File: src/rsw_defs.svh
// constants for the reset, sleep and wake-up controller
`ifndef RSW_DEFS_SVH
`define RSW_DEFS_SVH

// -----------------------------------------------------------------
// clock and timing (times in microseconds)
// -----------------------------------------------------------------
`define RSW_CLK_MHZ        20
`define RSW_RST_HOLD_US    18000
`define RSW_RST_LFX2_US    500000
`define RSW_WDT_PERIOD_US  18000
`define RSW_WAKE_RC_US     10
`define RSW_WAKE_XT_US     800
`define RSW_WAKE_LFX2_US   2000000
`define RSW_ADC_WAKE_TICKS 16

// -----------------------------------------------------------------
// register offsets
// -----------------------------------------------------------------
`define RSW_OFS_CTRL       4'h0
`define RSW_OFS_STATUS     4'h1
`define RSW_OFS_WDT_CTRL   4'h2
`define RSW_OFS_WAKE_EN    4'h3
`define RSW_OFS_IRQ_FLAG   4'h4
`define RSW_OFS_IRQ_MASK   4'h5
`define RSW_OFS_PCTL1      4'h6
`define RSW_OFS_PCTL2      4'h7
`define RSW_OFS_PCTL3      4'h8
`define RSW_OFS_DIR0       4'h9
`define RSW_OFS_DIR1       4'hA
`define RSW_OFS_DIR2       4'hB

// -----------------------------------------------------------------
// field positions
// -----------------------------------------------------------------
`define RSW_CTRL_IDLE      2
`define RSW_ST_TFLAG       4
`define RSW_ST_PFLAG       3
`define RSW_ST_GIE         2
`define RSW_ST_SLEEP       0
`define RSW_WDT_EN         4
`define RSW_SRC_PCHG       1
`define RSW_SRC_ADC        2
`define RSW_SRC_LVD        3
`define RSW_WE_PCHG        1
`define RSW_WE_ADC         4
`define RSW_WE_LVD         5

// -----------------------------------------------------------------
// reset values and vectors
// -----------------------------------------------------------------
`define RSW_PCTL1_RST      8'hFF
`define RSW_PCTL2_RST      8'h00
`define RSW_PCTL3_RST      8'hFF
`define RSW_DIR_RST        8'hFF
`define RSW_WDT_KEEP_MASK  8'h4F
`define RSW_WE_KEEP_MASK   8'hCF
`define RSW_ST_KEEP_MASK   8'hE0
`define RSW_VEC_PCHG       12'h006
`define RSW_VEC_ADC        12'h00C
`define RSW_VEC_LVD        12'h021
`define RSW_OSC_LFX2       2'h2
`define RSW_OSC_XT         2'h1

`endif

File: src/rsw_pkg.sv
// types shared by the reset, sleep and wake-up controller
package rsw_pkg;

  typedef enum logic [3:0] {
    ST_RUN   = 4'h1,
    ST_HOLD  = 4'h2,
    ST_SLEEP = 4'h4,
    ST_WAKE  = 4'h8
  } rsw_state_t;

  typedef struct packed {
    logic lvd;
    logic adc;
    logic pchg;
  } rsw_src_t;

endpackage

File: src/rsw_ctrl.sv
// reset, sleep and wake-up controller for the cpu core
// -----------------------------------------------------------------
// -----------------------------------------------------------------
`timescale 1ns/100ps
`default_nettype none
`include "rsw_defs.svh"

module rsw_ctrl #(
  parameter int unsigned HOLD_CYC  = `RSW_RST_HOLD_US * `RSW_CLK_MHZ,
  parameter int unsigned LFX2_CYC  = `RSW_RST_LFX2_US * `RSW_CLK_MHZ,
  parameter int unsigned WDT_CYC   = `RSW_WDT_PERIOD_US * `RSW_CLK_MHZ,
  parameter int unsigned WAKE_RC   = `RSW_WAKE_RC_US * `RSW_CLK_MHZ,
  parameter int unsigned WAKE_XT   = `RSW_WAKE_XT_US * `RSW_CLK_MHZ,
  parameter int unsigned WAKE_LFX2 = `RSW_WAKE_LFX2_US * `RSW_CLK_MHZ,
  parameter int unsigned PC_W      = 12
) (
  // clock and reset
  input  wire logic            i_clk,
  input  wire logic            i_rst_n,
  // register port
  input  wire logic [3:0]      i_addr,
  input  wire logic [7:0]      i_wdata,
  input  wire logic            i_wr,
  input  wire logic            i_rd,
  output logic      [7:0]      o_rdata,
  // pins
  input  wire logic            i_rst_pin_n,
  input  wire logic [7:0]      i_port5,
  input  wire logic            i_lvd,
  // cpu core and adc
  input  wire logic            i_sleep_instr,
  input  wire logic            i_wdt_clr_instr,
  input  wire logic            i_gie_set,
  input  wire logic            i_gie_clr,
  input  wire logic            i_port5_read,
  input  wire logic            i_adc_busy,
  input  wire logic            i_adc_done,
  input  wire logic            i_adc_tick,
  // control outputs
  output logic                 o_core_rst,
  output logic                 o_pc_load,
  output logic      [PC_W-1:0] o_pc_value,
  output logic                 o_resume,
  output logic                 o_osc_en,
  output logic                 o_timers_en,
  output logic                 o_irq_req,
  output logic      [23:0]     o_port_dir,
  output logic      [7:0]      o_pctl1,
  output logic      [7:0]      o_pctl2,
  output logic      [7:0]      o_pctl3
);

  // -----------------------------------------------------------------
  // elaboration checks
  // -----------------------------------------------------------------
  if (HOLD_CYC < 1 || LFX2_CYC < 1 || WDT_CYC < 1 || WAKE_RC < 1 ||
      WAKE_XT < 1 || WAKE_LFX2 < 1 || PC_W < 6) begin : g_chk
    $error("rsw_ctrl: counts must be at least one, PC_W at least 6");
  end

  // -----------------------------------------------------------------
  // pin synchronisers
  // -----------------------------------------------------------------
  logic [9:0] sync1_reg;
  logic [9:0] sync2_reg;
  always_ff @(posedge i_clk or negedge i_rst_n) begin
    if (!i_rst_n) begin
      sync1_reg <= 10'h200;
      sync2_reg <= 10'h200;
    end else begin
      sync1_reg <= {i_rst_pin_n, i_port5, i_lvd};
      sync2_reg <= sync1_reg;
    end
  end
  wire       pin_n_s = sync2_reg[9];
  wire [7:0] port5_s = sync2_reg[8:1];
  wire       lvd_s   = sync2_reg[0];

  // -----------------------------------------------------------------
  // registers and state
  // -----------------------------------------------------------------
  rsw_pkg::rsw_state_t state_reg;
  rsw_pkg::rsw_state_t state_next;
  rsw_pkg::rsw_src_t   wake_src_reg;
  logic [31:0] cnt_reg;
  logic [31:0] wdt_base_reg;
  logic [7:0]  wdt_psc_reg;
  logic [7:0]  ctrl_reg;
  logic [7:0]  status_reg;
  logic [7:0]  wdt_ctrl_reg;
  logic [7:0]  wake_en_reg;
  logic [7:0]  flag_reg;
  logic [7:0]  mask_reg;
  logic [7:0]  port5_last_reg;
  logic        gie_reg;
  logic        lvd_d_reg;
  logic        idle_reg;

  // -----------------------------------------------------------------
  // event decode
  // -----------------------------------------------------------------
  wire wdt_en   = wdt_ctrl_reg[`RSW_WDT_EN];
  wire wdt_wrap = wdt_base_reg == 32'(WDT_CYC - 1);
  wire [7:0] psc_ratio = 8'h1 << wdt_ctrl_reg[2:0];
  wire wdt_to   = wdt_en && wdt_wrap &&
                  (wdt_psc_reg == psc_ratio - 8'h1);
  wire pchg_evt = |(port5_s ^ port5_last_reg);
  wire lvd_evt  = lvd_s && !lvd_d_reg;
  wire [7:0] evt_vec = {4'h0, lvd_evt, i_adc_done, pchg_evt, 1'b0};
  wire in_sleep = state_reg == rsw_pkg::ST_SLEEP;
  wire in_hold  = state_reg == rsw_pkg::ST_HOLD;
  wire in_run   = state_reg == rsw_pkg::ST_RUN;
  wire [2:0] wake_hit = {lvd_evt  && wake_en_reg[`RSW_WE_LVD],
                         i_adc_done && wake_en_reg[`RSW_WE_ADC],
                         pchg_evt && wake_en_reg[`RSW_WE_PCHG]};
  wire go_rst    = !pin_n_s || wdt_to;
  wire rst_start = go_rst && !in_hold;
  wire sleep_go  = in_run && i_sleep_instr && !go_rst;
  wire keep_osc  = ctrl_reg[`RSW_CTRL_IDLE] || i_adc_busy;
  wire is_lfx2   = ctrl_reg[1:0] == `RSW_OSC_LFX2;
  wire [31:0] hold_len = is_lfx2 ? 32'(LFX2_CYC) : 32'(HOLD_CYC);
  wire hold_done = in_hold && pin_n_s &&
                   (cnt_reg >= hold_len - 32'h1);
  // oscillator-mode wake latency; idle keeps the clock so one cycle
  wire [31:0] osc_lat = idle_reg ? 32'h1 :
                        is_lfx2 ? 32'(WAKE_LFX2) :
                        (ctrl_reg[1:0] == `RSW_OSC_XT) ? 32'(WAKE_XT) :
                        32'(WAKE_RC);
  wire wake_done = (state_reg == rsw_pkg::ST_WAKE) &&
                   (wake_src_reg.adc ?
                    (i_adc_tick &&
                     cnt_reg == 32'(`RSW_ADC_WAKE_TICKS - 1)) :
                    (cnt_reg >= osc_lat - 32'h1));
  wire [7:0] src_irq = mask_reg & {4'h0, wake_src_reg.lvd,
                       wake_src_reg.adc, wake_src_reg.pchg, 1'b0};
  wire take_vec  = gie_reg && |src_irq;
  wire [11:0] vec_sel = wake_src_reg.pchg ? `RSW_VEC_PCHG :
                        wake_src_reg.adc  ? `RSW_VEC_ADC :
                        `RSW_VEC_LVD;
  wire wr_ok = i_wr && !in_hold;

  // -----------------------------------------------------------------
  // state machine
  // -----------------------------------------------------------------
  always_comb begin
    state_next = state_reg;
    case (state_reg)
      rsw_pkg::ST_HOLD:
        if (hold_done) state_next = rsw_pkg::ST_RUN;
      rsw_pkg::ST_RUN:
        if (go_rst) state_next = rsw_pkg::ST_HOLD;
        else if (i_sleep_instr) state_next = rsw_pkg::ST_SLEEP;
      rsw_pkg::ST_SLEEP:
        if (go_rst) state_next = rsw_pkg::ST_HOLD;
        else if (|wake_hit) state_next = rsw_pkg::ST_WAKE;
      rsw_pkg::ST_WAKE:
        if (go_rst) state_next = rsw_pkg::ST_HOLD;
        else if (wake_done) state_next = rsw_pkg::ST_RUN;
      default:
        state_next = rsw_pkg::ST_HOLD;
    endcase
  end

  always_ff @(posedge i_clk or negedge i_rst_n) begin
    if (!i_rst_n) begin
      state_reg    <= rsw_pkg::ST_HOLD;
      cnt_reg      <= 32'h0;
      wake_src_reg <= '0;
    end else begin
      state_reg <= state_next;
      if (state_next != state_reg) begin
        cnt_reg <= 32'h0;
      end else if (!wake_src_reg.adc || in_hold || i_adc_tick) begin
        cnt_reg <= cnt_reg + 32'h1;
      end
      if (in_sleep && |wake_hit) begin
        // one enabled source is expected; lowest bit wins otherwise
        wake_src_reg <= wake_hit[0] ? 3'h1 :
                        wake_hit[1] ? 3'h2 : 3'h4;
      end
    end
  end

  // -----------------------------------------------------------------
  // core, clock and pc outputs
  // -----------------------------------------------------------------
  always_ff @(posedge i_clk or negedge i_rst_n) begin
    if (!i_rst_n) begin
      o_core_rst   <= 1'b1;
      o_pc_load    <= 1'b0;
      o_pc_value   <= '0;
      o_resume     <= 1'b0;
      o_osc_en     <= 1'b1;
      o_timers_en  <= 1'b1;
      idle_reg     <= 1'b0;
    end else begin
      o_core_rst <= state_next == rsw_pkg::ST_HOLD;
      o_pc_load  <= 1'b0;
      o_resume   <= 1'b0;
      if (hold_done) begin
        o_pc_load  <= 1'b1;
        o_pc_value <= '0;
      end else if (wake_done && !go_rst) begin
        o_pc_load  <= take_vec;
        o_resume   <= !take_vec;
        o_pc_value <= PC_W'(vec_sel);
      end
      if (sleep_go) begin
        idle_reg     <= ctrl_reg[`RSW_CTRL_IDLE];
        o_osc_en     <= keep_osc;
        o_timers_en  <= keep_osc;
      end else if (go_rst || state_next == rsw_pkg::ST_RUN) begin
        o_osc_en    <= 1'b1;
        o_timers_en <= 1'b1;
      end else if (state_next == rsw_pkg::ST_WAKE) begin
        o_osc_en <= 1'b1;
      end
    end
  end

  // -----------------------------------------------------------------
  // watchdog counter and prescaler
  // -----------------------------------------------------------------
  always_ff @(posedge i_clk or negedge i_rst_n) begin
    if (!i_rst_n) begin
      wdt_base_reg <= 32'h0;
      wdt_psc_reg  <= 8'h0;
    end else if (go_rst || in_hold || sleep_go || i_wdt_clr_instr) begin
      wdt_base_reg <= 32'h0;
      wdt_psc_reg  <= 8'h0;
    end else if (wdt_wrap) begin
      wdt_base_reg <= 32'h0;
      wdt_psc_reg  <= (wdt_psc_reg == psc_ratio - 8'h1) ?
                      8'h0 : wdt_psc_reg + 8'h1;
    end else begin
      wdt_base_reg <= wdt_base_reg + 32'h1;
    end
  end

  // -----------------------------------------------------------------
  // software registers
  // -----------------------------------------------------------------
  wire [3:0] a = i_addr;
  always_ff @(posedge i_clk or negedge i_rst_n) begin
    if (!i_rst_n) begin
      ctrl_reg       <= 8'h0;
      status_reg     <= 8'h0;
      wdt_ctrl_reg   <= 8'h0;
      wake_en_reg    <= 8'h0;
      mask_reg       <= 8'h0;
      o_pctl1        <= `RSW_PCTL1_RST;
      o_pctl2        <= `RSW_PCTL2_RST;
      o_pctl3        <= `RSW_PCTL3_RST;
      o_port_dir     <= {3{`RSW_DIR_RST}};
      gie_reg        <= 1'b0;
    end else if (rst_start) begin
      // status upper bits survive a pin or watchdog reset
      status_reg <= (status_reg & `RSW_ST_KEEP_MASK) |
                    {3'h0, wdt_to, in_sleep, 3'h0};
      wdt_ctrl_reg <= wdt_ctrl_reg & `RSW_WDT_KEEP_MASK;
      wake_en_reg  <= wake_en_reg & `RSW_WE_KEEP_MASK;
      mask_reg     <= 8'h0;
      o_pctl1      <= `RSW_PCTL1_RST;
      o_pctl2      <= `RSW_PCTL2_RST;
      o_pctl3      <= `RSW_PCTL3_RST;
      o_port_dir   <= {3{`RSW_DIR_RST}};
      gie_reg      <= 1'b0;
    end else begin
      if (i_gie_set) gie_reg <= 1'b1;
      else if (i_gie_clr) gie_reg <= 1'b0;
      if (wr_ok) begin
        case (a)
          `RSW_OFS_CTRL:     ctrl_reg <= i_wdata;
          `RSW_OFS_STATUS:
            status_reg <= {i_wdata[7:5], status_reg[4:0]};
          `RSW_OFS_WDT_CTRL: wdt_ctrl_reg <= i_wdata;
          `RSW_OFS_WAKE_EN:  wake_en_reg <= i_wdata;
          `RSW_OFS_IRQ_MASK: mask_reg <= i_wdata;
          `RSW_OFS_PCTL1:    o_pctl1 <= i_wdata;
          `RSW_OFS_PCTL2:    o_pctl2 <= i_wdata;
          `RSW_OFS_PCTL3:    o_pctl3 <= i_wdata;
          `RSW_OFS_DIR0:     o_port_dir[7:0] <= i_wdata;
          `RSW_OFS_DIR1:     o_port_dir[15:8] <= i_wdata;
          `RSW_OFS_DIR2:     o_port_dir[23:16] <= i_wdata;
          default: ;
        endcase
      end
    end
  end

  // flags: a hardware set beats a software clear in the same cycle
  always_ff @(posedge i_clk or negedge i_rst_n) begin
    if (!i_rst_n) begin
      flag_reg       <= 8'h0;
      port5_last_reg <= 8'h0;
      lvd_d_reg      <= 1'b0;
      o_irq_req      <= 1'b0;
    end else begin
      lvd_d_reg <= lvd_s;
      if (i_port5_read || in_hold) port5_last_reg <= port5_s;
      if (go_rst || in_hold) begin
        flag_reg <= 8'h0;
      end else if (wr_ok && a == `RSW_OFS_IRQ_FLAG) begin
        flag_reg <= i_wdata | evt_vec;
      end else begin
        flag_reg <= flag_reg | evt_vec;
      end
      o_irq_req <= in_run && gie_reg && |(flag_reg & mask_reg);
    end
  end

  // -----------------------------------------------------------------
  // read port
  // -----------------------------------------------------------------
  wire [7:0] status_rd = {status_reg[7:3], gie_reg, 1'b0, in_sleep};
  wire [7:0] rd_mux =
    (a == `RSW_OFS_CTRL)     ? ctrl_reg :
    (a == `RSW_OFS_STATUS)   ? status_rd :
    (a == `RSW_OFS_WDT_CTRL) ? wdt_ctrl_reg :
    (a == `RSW_OFS_WAKE_EN)  ? wake_en_reg :
    (a == `RSW_OFS_IRQ_FLAG) ? flag_reg :
    (a == `RSW_OFS_IRQ_MASK) ? mask_reg :
    (a == `RSW_OFS_PCTL1)    ? o_pctl1 :
    (a == `RSW_OFS_PCTL2)    ? o_pctl2 :
    (a == `RSW_OFS_PCTL3)    ? o_pctl3 :
    (a == `RSW_OFS_DIR0)     ? o_port_dir[7:0] :
    (a == `RSW_OFS_DIR1)     ? o_port_dir[15:8] :
    (a == `RSW_OFS_DIR2)     ? o_port_dir[23:16] : 8'h00;

  always_ff @(posedge i_clk or negedge i_rst_n) begin
    if (!i_rst_n) o_rdata <= 8'h0;
    else o_rdata <= i_rd ? rd_mux : 8'h0;
  end

  // -----------------------------------------------------------------
  // assertions
  // -----------------------------------------------------------------
  a_reset_cause: assert property (@(posedge i_clk) disable iff (!i_rst_n)
    (in_run && !pin_n_s) |=> in_hold && o_core_rst)
    else $error("pin reset did not enter hold");
  a_hold_length: assert property (@(posedge i_clk) disable iff (!i_rst_n)
    (in_hold && cnt_reg == 32'h0 && pin_n_s && !is_lfx2 &&
     HOLD_CYC > 2) |=> in_hold)
    else $error("reset hold ended too early");
  a_pc_zero: assert property (@(posedge i_clk) disable iff (!i_rst_n)
    hold_done |=> o_pc_load && o_pc_value == '0 && !o_core_rst)
    else $error("reset exit did not load address zero");
  a_port_input: assert property (@(posedge i_clk) disable iff (!i_rst_n)
    rst_start |=> o_port_dir == 24'hFFFFFF && o_osc_en)
    else $error("reset left a pin output or clock off");
  a_wdt_cleared: assert property (@(posedge i_clk) disable iff (!i_rst_n)
    (rst_start || sleep_go) |=> wdt_base_reg == 32'h0 &&
    wdt_psc_reg == 8'h0)
    else $error("watchdog not cleared");
  a_status_kept: assert property (@(posedge i_clk) disable iff (!i_rst_n)
    rst_start |=> status_reg[7:5] == $past(status_reg[7:5]))
    else $error("status upper bits changed on warm reset");
  a_pctl_values: assert property (@(posedge i_clk) disable iff (!i_rst_n)
    rst_start |=> o_pctl1 == 8'hFF && o_pctl2 == 8'h00 &&
    o_pctl3 == 8'hFF && mask_reg == 8'h0)
    else $error("port control reset values wrong");
  a_sleep_clocks: assert property (@(posedge i_clk) disable iff (!i_rst_n)
    sleep_go |=> o_osc_en == $past(keep_osc) && in_sleep)
    else $error("sleep entry clock state wrong");
  a_no_wake: assert property (@(posedge i_clk) disable iff (!i_rst_n)
    (in_sleep && wake_hit == 3'h0 && !go_rst) |=> in_sleep)
    else $error("woke without an enabled source");
  a_wake_vector: assert property (@(posedge i_clk) disable iff (!i_rst_n)
    (wake_done && !go_rst && take_vec) |=>
    o_pc_load && !o_resume && in_run)
    else $error("enabled wake did not take its vector");

endmodule
`default_nettype wire

File: config.mk
export PLATFORM = sky130hd
export DESIGN_NAME = rsw_ctrl
export DESIGN_NICKNAME = d
export VERILOG_FILES = /design/src/rsw_pkg.sv /design/src/rsw_ctrl.sv
export VERILOG_INCLUDE_DIRS = /design/src
export SDC_FILE = /design/constraint.sdc
export NUM_CORES = 1
export LEC_CHECK = 0
export BUFFER_PORTS_ARGS = -buffer_cell sky130_fd_sc_hd__buf_2
export CELL_PAD_IN_SITES_DETAIL_PLACEMENT = 1
export CELL_PAD_IN_SITES_GLOBAL_PLACEMENT = 1
export CORE_AREA = 3 3 161 163
export DETAILED_ROUTE_END_ITERATION = 8
export DIE_AREA = 0 0 164 166
export GPL_TIMING_DRIVEN = 0
export PLACE_DENSITY = 0.87
export RECOVER_POWER = 100
export SYNTH_ARGS = -nofsm -noshare
export SYNTH_HDL_FRONTEND = slang
export SYNTH_SLANG_ARGS = --single-unit
File: constraint.sdc
create_clock -name i_clk -period 4.8 [get_ports i_clk]
set_input_delay 0.96 -clock i_clk [delete_from_list [all_inputs] [get_ports i_clk]]
set_output_delay 0.96 -clock i_clk [all_outputs]
set_load 0.03 [all_outputs]
Yosys cells after proc, flatten, opt, wreduce, memory -nomap -nowiden
Cells that the tools add are included.
{"block": "op_classes", "eq_ne": 24, "n_mux": 79, "shift": 1, "n_bitwise": 7, "n_addsub": 6, "order_cmp": 2, "n_reduce_logical": 70}
{"cell": "$mux 8", "n": 39}
{"cell": "$mux 32", "n": 4}
{"cell": "$mux 24", "n": 3}
{"cell": "$add 32x1->32 const B", "n": 2}
{"cell": "$ge 32x32->1", "n": 2}
{"cell": "$mux 26", "n": 2}
{"cell": "$eq 32x19->1 const B", "n": 1}
{"cell": "$eq 32x4->1 const B", "n": 1}
{"cell": "$mux 6", "n": 5}
{"cell": "$reduce_bool 2->1", "n": 15}
{"cell": "$mux 4", "n": 7}
{"cell": "$sub 26x1->27 const B", "n": 1}
{"cell": "$sub 24x1->25 const B", "n": 1}
{"cell": "$eq 4x4->1 const B", "n": 6}
{"cell": "$mux 12", "n": 2}
{"cell": "$reduce_or 8->1", "n": 3}
{"cell": "$eq 4x3->1 const B", "n": 5}
{"cell": "$logic_and 1x1->1", "n": 20}
{"cell": "$reduce_and 2->1", "n": 10}
{"cell": "$eq 4x2->1 const B", "n": 4}
{"cell": "$or 8x4->8", "n": 2}
{"cell": "$pmux 4 s4", "n": 1}
{"cell": "$mux 14", "n": 1}
{"cell": "$mux 1", "n": 13}
{"cell": "20 further kinds", "n": 39}
{"block": "word_totals", "word_cells": 225, "out_inout_bits": 74, "register_bits": 232, "inputBits": 34}

Longest topological paths before layout
{"block": "logic_depth", "word_depth": 15, "depth_mapped": 16, "ltp_nobuf": 14}

Worst setup path before layout
No wires, ideal clock.
{"block": "synth_path", "path_type": "register to register", "from": "register ctrl_reg[0]", "to": "register cnt_reg[18]", "synth_period_minus_slack_ns": 3.402, "path_slack_ns": 1.398, "setup_ns": 0.072, "stages_incl_launch_ff": 17, "arrival_time_ns": 3.331, "required_ns": 4.728, "path_buffers": 2, "cell_sequence": "dfrtp_1 inv_1 ha_1 clkbuf_1 nand2_1 nor3_1 nand2_1 ha_1 a2111oi_0 nor2_1 o311ai_0 nand2_1 o211ai_1 nor3b_1 o221ai_4 buf_6 nor2_1"}
{"block": "synth_between", "elab_chain_cells": 13, "elab_cells_between_ends": 20, "cone_classes": "add/sub: 2; order compare: 2; eq/ne: 3; mux: 10; reduce/logical: 3"}
{"item": "start: declaration", "line_no": "rsw_ctrl.sv:88", "text": "logic [7:0] ctrl_reg;"}
{"item": "start signal: assignment", "line_no": "rsw_ctrl.sv:273", "text": "`RSW_OFS_CTRL: ctrl_reg <= i_wdata;"}
{"item": "$eq 2x1->1 (no source line)"}
{"item": "$mux 14", "line_no": "rsw_ctrl.sv:127", "text": "(ctrl_reg[1:0] == `RSW_OSC_XT) ? 32'(WAKE_XT) :"}
{"item": "$mux 26", "line_no": "rsw_ctrl.sv:126", "text": "is_lfx2 ? 32'(WAKE_LFX2) :"}
{"item": "$mux 26", "line_no": "rsw_ctrl.sv:125", "text": "wire [31:0] osc_lat = idle_reg ? 32'h1 :"}
{"item": "$sub 26x1->27", "line_no": "rsw_ctrl.sv:133", "text": "(cnt_reg >= osc_lat - 32'h1));"}
{"item": "$ge 32x32->1", "line_no": "rsw_ctrl.sv:133"}
{"item": "$mux 1", "line_no": "rsw_ctrl.sv:130", "text": "(wake_src_reg.adc ?"}
{"item": "$logic_and 1x1->1", "line_no": "rsw_ctrl.sv:129", "text": "wire wake_done = (state_reg == rsw_pkg::ST_WAKE) &&"}
{"item": "$mux 4", "line_no": "rsw_ctrl.sv:158", "text": "else if (wake_done) state_next = rsw_pkg::ST_RUN;"}
{"item": "$mux 4", "line_no": "rsw_ctrl.sv:157", "text": "if (go_rst) state_next = rsw_pkg::ST_HOLD;"}
{"item": "$pmux 4 s4 (*)", "line_no": "rsw_ctrl.sv:147", "text": "case (state_reg)"}
{"item": "$ne 4x4->1 (*)", "line_no": "rsw_ctrl.sv:171", "text": "if (state_next != state_reg) begin"}
{"item": "$mux 32 / $reduce_bool 2->1 (equally long branches)"}
{"item": "end signal: assignment", "line_no": "rsw_ctrl.sv:174", "text": "cnt_reg <= cnt_reg + 32'h1;"}
{"item": "end: declaration", "line_no": "rsw_ctrl.sv:85", "text": "logic [31:0] cnt_reg;"}
Every way passes the cells marked *; elsewhere a longest branch is shown, timed or not.
A chain may end at the register's enable or synchronous reset.

Worst setup path after layout
{"block": "layout_path", "from": "register ctrl_reg[0]", "to": "register cnt_reg[27]"}
Same word-level chain as after synthesis.

==> flow_metrics.tcl <==
set metrics [dict create \
    outcome "finished, violations left" \
    failed_checks "max-capacitance violations, max-slew violations" \
    cp-start-kind "flop" \
    clk_transition_reported_paths_ns 0.06 \
    initial_utilization_pct 47.2 \
    syn_area_sq_mm 0.0115 \
    synth-warning-count 0 \
    worst_ep_required_time_ns 5.25 \
    synthXorXnorAreaFrac_pct 5.54 \
    yosysUniqueCellTypes 74 \
    post_route_cells_drive_above_1_share_pct 14.3 \
    tritoncts_num_sinks 221 \
    finish_stage_setup_viols 0 \
    portBuffers 97 \
    timing.setup.critical_path_class "reg2reg" \
    synth_enable_flop_cells 0 \
    post_cts_resized 0 \
    critical_path.max_stage_delay_ns 0.43 \
    yosys-top-cells-count "185 x nand2_1, 175 x dfrtp_1, 132 x nor2_1, 89 x nand3_1, 52 x a21oi_1" \
    post-route-period-util_pct 89.6 \
    route.vias.total 10000 \
    fmaxAchievable_mhz 232 \
    grt_first_pass_wirelength_um 57900 \
    timing.max_slew.rel_slack_pct -103 \
    placement_rows 57 \
    clock-root-buffer "clkbuf_16" \
    overflow 0 \
    yosys.cell_count.top_type "nand2_1" \
    tritoncts.num_buffers 25 \
    yosys.area_share.adder_pct 3.79 \
    post-route-cell-area_sq_mm 0.0133 \
    via_per_inst 6.01 \
    first_iter_violations 809 \
    synthCells 1190 \
    post_cts.repair.setup_buffers 0 \
    ys_seq_elements 221 \
    dieWidth_um 164 \
    die_area_sq_mm 0.0272 \
    synth_compound_area_share_pct 9.57 \
    hpwlAfterDp_um 25100 \
    cap_viol_max_count 1 \
    pwr_density_cell_mw_per_mm2 322 \
    synth_top_family_by_area "simple AND/OR/NAND/NOR gates" \
    muxShareOfSynthArea_pct 6.64 \
    worst-endpoint-arrival_ns 4.75 \
    drt_pre_antenna_iters 5 \
    unrepaired_setup_endpoints_after_global_routing "false" \
    area_after_dpl_sq_mm 0.0125 \
    worst_path_max_delay_cell "a2111oi_0" \
    timing.clock.skew_ns 0.0143 \
    postCtsHoldBufs 0 \
    netlist.area_leader.share_pct 37.9 \
    netlist.top_cell.by_area "dfrtp_1" \
    area_delta_synth_final_pct 15.3 \
    yosysSeqAreaShare_pct 48.4 \
    tritoncts "built" \
    yosys.area_share.simple_pct 22.8 \
    worstSetupEndpointType "flop" \
    cell_repeated_most_along_the_worst_path "nand2_1" \
    asyncSetResetFlopFracSynth_pct 100 \
    vertical_extent_of_the_die_um 166 \
    syn_avg_cell_area_sq_um 9.71 \
    ys.flop_type "dfrtp_1" \
    antenna_violating_nets_post_route 0 \
    h_tree_levels 1 \
    hold_viol 0 \
    first_global_vias 10700 \
    number_of_antenna_violations_at_the_first_check_in_global_routing 3 \
    groute.usage.overall_pct 26.5 \
    core_area_sq_mm 0.0245 \
    timing_worst_slew_pin_value_ns 3.05 \
    post-route-min-period_ns 4.30 \
    leakagePower_nw 5.82 \
    timing.critical_path.cells "inv_1 > ha_1 > clkbuf_1 > nand2_1 > nor3_1 > nand2_1 > ha_1 > a2111oi_0 > nor2_1 > o311ai_0 > nand2_1 > o211ai_1 > nor3b_1 > o221ai_4 > buf_6 > nor2_1" \
    gpl.final_weighted_congestion 0.946 \
    detail_route.wl_per_cell_um 21.9 \
    final_core_util_pct 54.4 \
    pin_count_of_the_biggest_net_entering_global_routing 123 \
    vdd.ir_drop.worst_mv 0.310 \
    layout.nets 1392 \
    slew_viol_final 122 \
    wl_um 36400 \
    synth_top_cells_by_area "dfrtp_1 38%, dfstp_2 10%, nand2_1 6.0%" \
    clk_path_buf_depth 3 \
    worstHoldPathType "reg2reg" \
    timing.critical_path.fanout_max 10 \
    insertion_delay_ns 0.53 \
    fillers 2831 \
    hold-worst-slack_ns 0.347 \
    drc_errors 0 \
    ios 108 \
]
-- final cells by class --
class	count	area, sq um	share of cell area, %
multi-input cells	896	5590	42.0
flip-flops and latches	221	5590	42.0
clock buffers	28	657	4.93
repair buffers	98	429	3.22
well taps	324	405	3.04
clock inverters	18	285	2.14
plain buffers	58	273	2.05
inverters	23	86.3	0.648
diodes	1	2.50	0.0188
-- critical path: cells and delay by family (launching register included) --
family,cells,cell delay [ns]
flip-flops,1,0.38
AO/OA/AOI/OAI,4,1.24
AND/OR/NAND/NOR,7,1.48
buffers and inverters,3,0.71
adder cells (fa/ha/maj),2,0.42
-- metrics by stage --
stage	cells	worst slack (ns)	setup TNS (ns)	power [W]
CTS	1666	0.535	0	0.00431
global placement	1619	-1.06	-179.85	0.00211
floorplan	1198	1.40	0	0.00202
detailed placement	1620	0.544	0	0.00212
global route	1667	0.106	0	0.00441
finish	1667	0.497	0	0.00429
-- worst paths after layout --
kind,start,end,slack (ns),cells after the start
max in group asynchronous,i_rst_n,wdt_base_reg[6],1.61,1
setup reg to reg,ctrl_reg[0],cnt_reg[27],0.50,16
hold / removal,sync1_reg[5],sync2_reg[5],0.35,0
hold reg to reg,sync1_reg[5],sync2_reg[5],0.35,0
setup / recovery,ctrl_reg[0],cnt_reg[27],0.50,16
min in group asynchronous,i_rst_n,cnt_reg[30],1.43,1
-- where the power goes --
| group | internal, W | switching (W) | total (W) |
|---|---|---|---|
| combinational | 0.0000512 | 0.000144 | 0.000196 |
| clock | 0.00137 | 0.000825 | 0.00219 |
| sequential | 0.00188 | 0.0000122 | 0.00190 |
| total | 0.00330 | 0.000982 | 0.00429 |
-- placed cells by master (no fill, tap or decap), drive strengths merged, types with 5 or more instances in the layout --
| cell type | instances |
|---|---|
| nor4bb | 6 |
| ha | 35 |
| and2 | 6 |
| nand3 | 89 |
| conb | 10 |
| o22ai | 5 |
| a22oi | 8 |
| dfstp | 46 |
| a22o | 9 |
| clkbuf | 142 |
| or2 | 9 |
| nor4b | 5 |
| buf | 42 |
| nand3b | 5 |
| o211ai | 10 |
| nand2 | 185 |
| nand2b | 9 |
| nor2b | 14 |
| and3 | 16 |
| nor3 | 17 |
| nor4 | 20 |
| mux2i | 17 |
| xor2 | 49 |
| mux2 | 37 |
| xnor2 | 24 |
| mux4 | 8 |
| nor2 | 133 |
| a21oi | 52 |
| nand4 | 22 |
| o21ai | 30 |
| inv | 25 |
| bufinv | 7 |
| clkinv | 5 |
| dfrtp | 175 |
-- per-layer routing --
metal / up-vias / global-route usage, % / part of all wire, %
met4: 4 / 10.2 / 3.7
met2: 361 / 44.2 / 49
met5: - / 0 / 0.038
li1: 4428 / - / -
met3: 105 / 5.56 / 6.5
met1: 5123 / 33.8 / 41
-- cells by family (layout without fill, tap and decap cells) --
family | count (synthesis) | count (layout)
flops | 221 | 221
compound gates | 163 | 163
mux | 62 | 62
other cells | 2 | 11
buf+inv | 81 | 225
simple gates | 553 | 553
fa+ha+maj | 35 | 35
xor+xnor | 73 | 73
No activity file was read; power rests on OpenSTA's default activity.
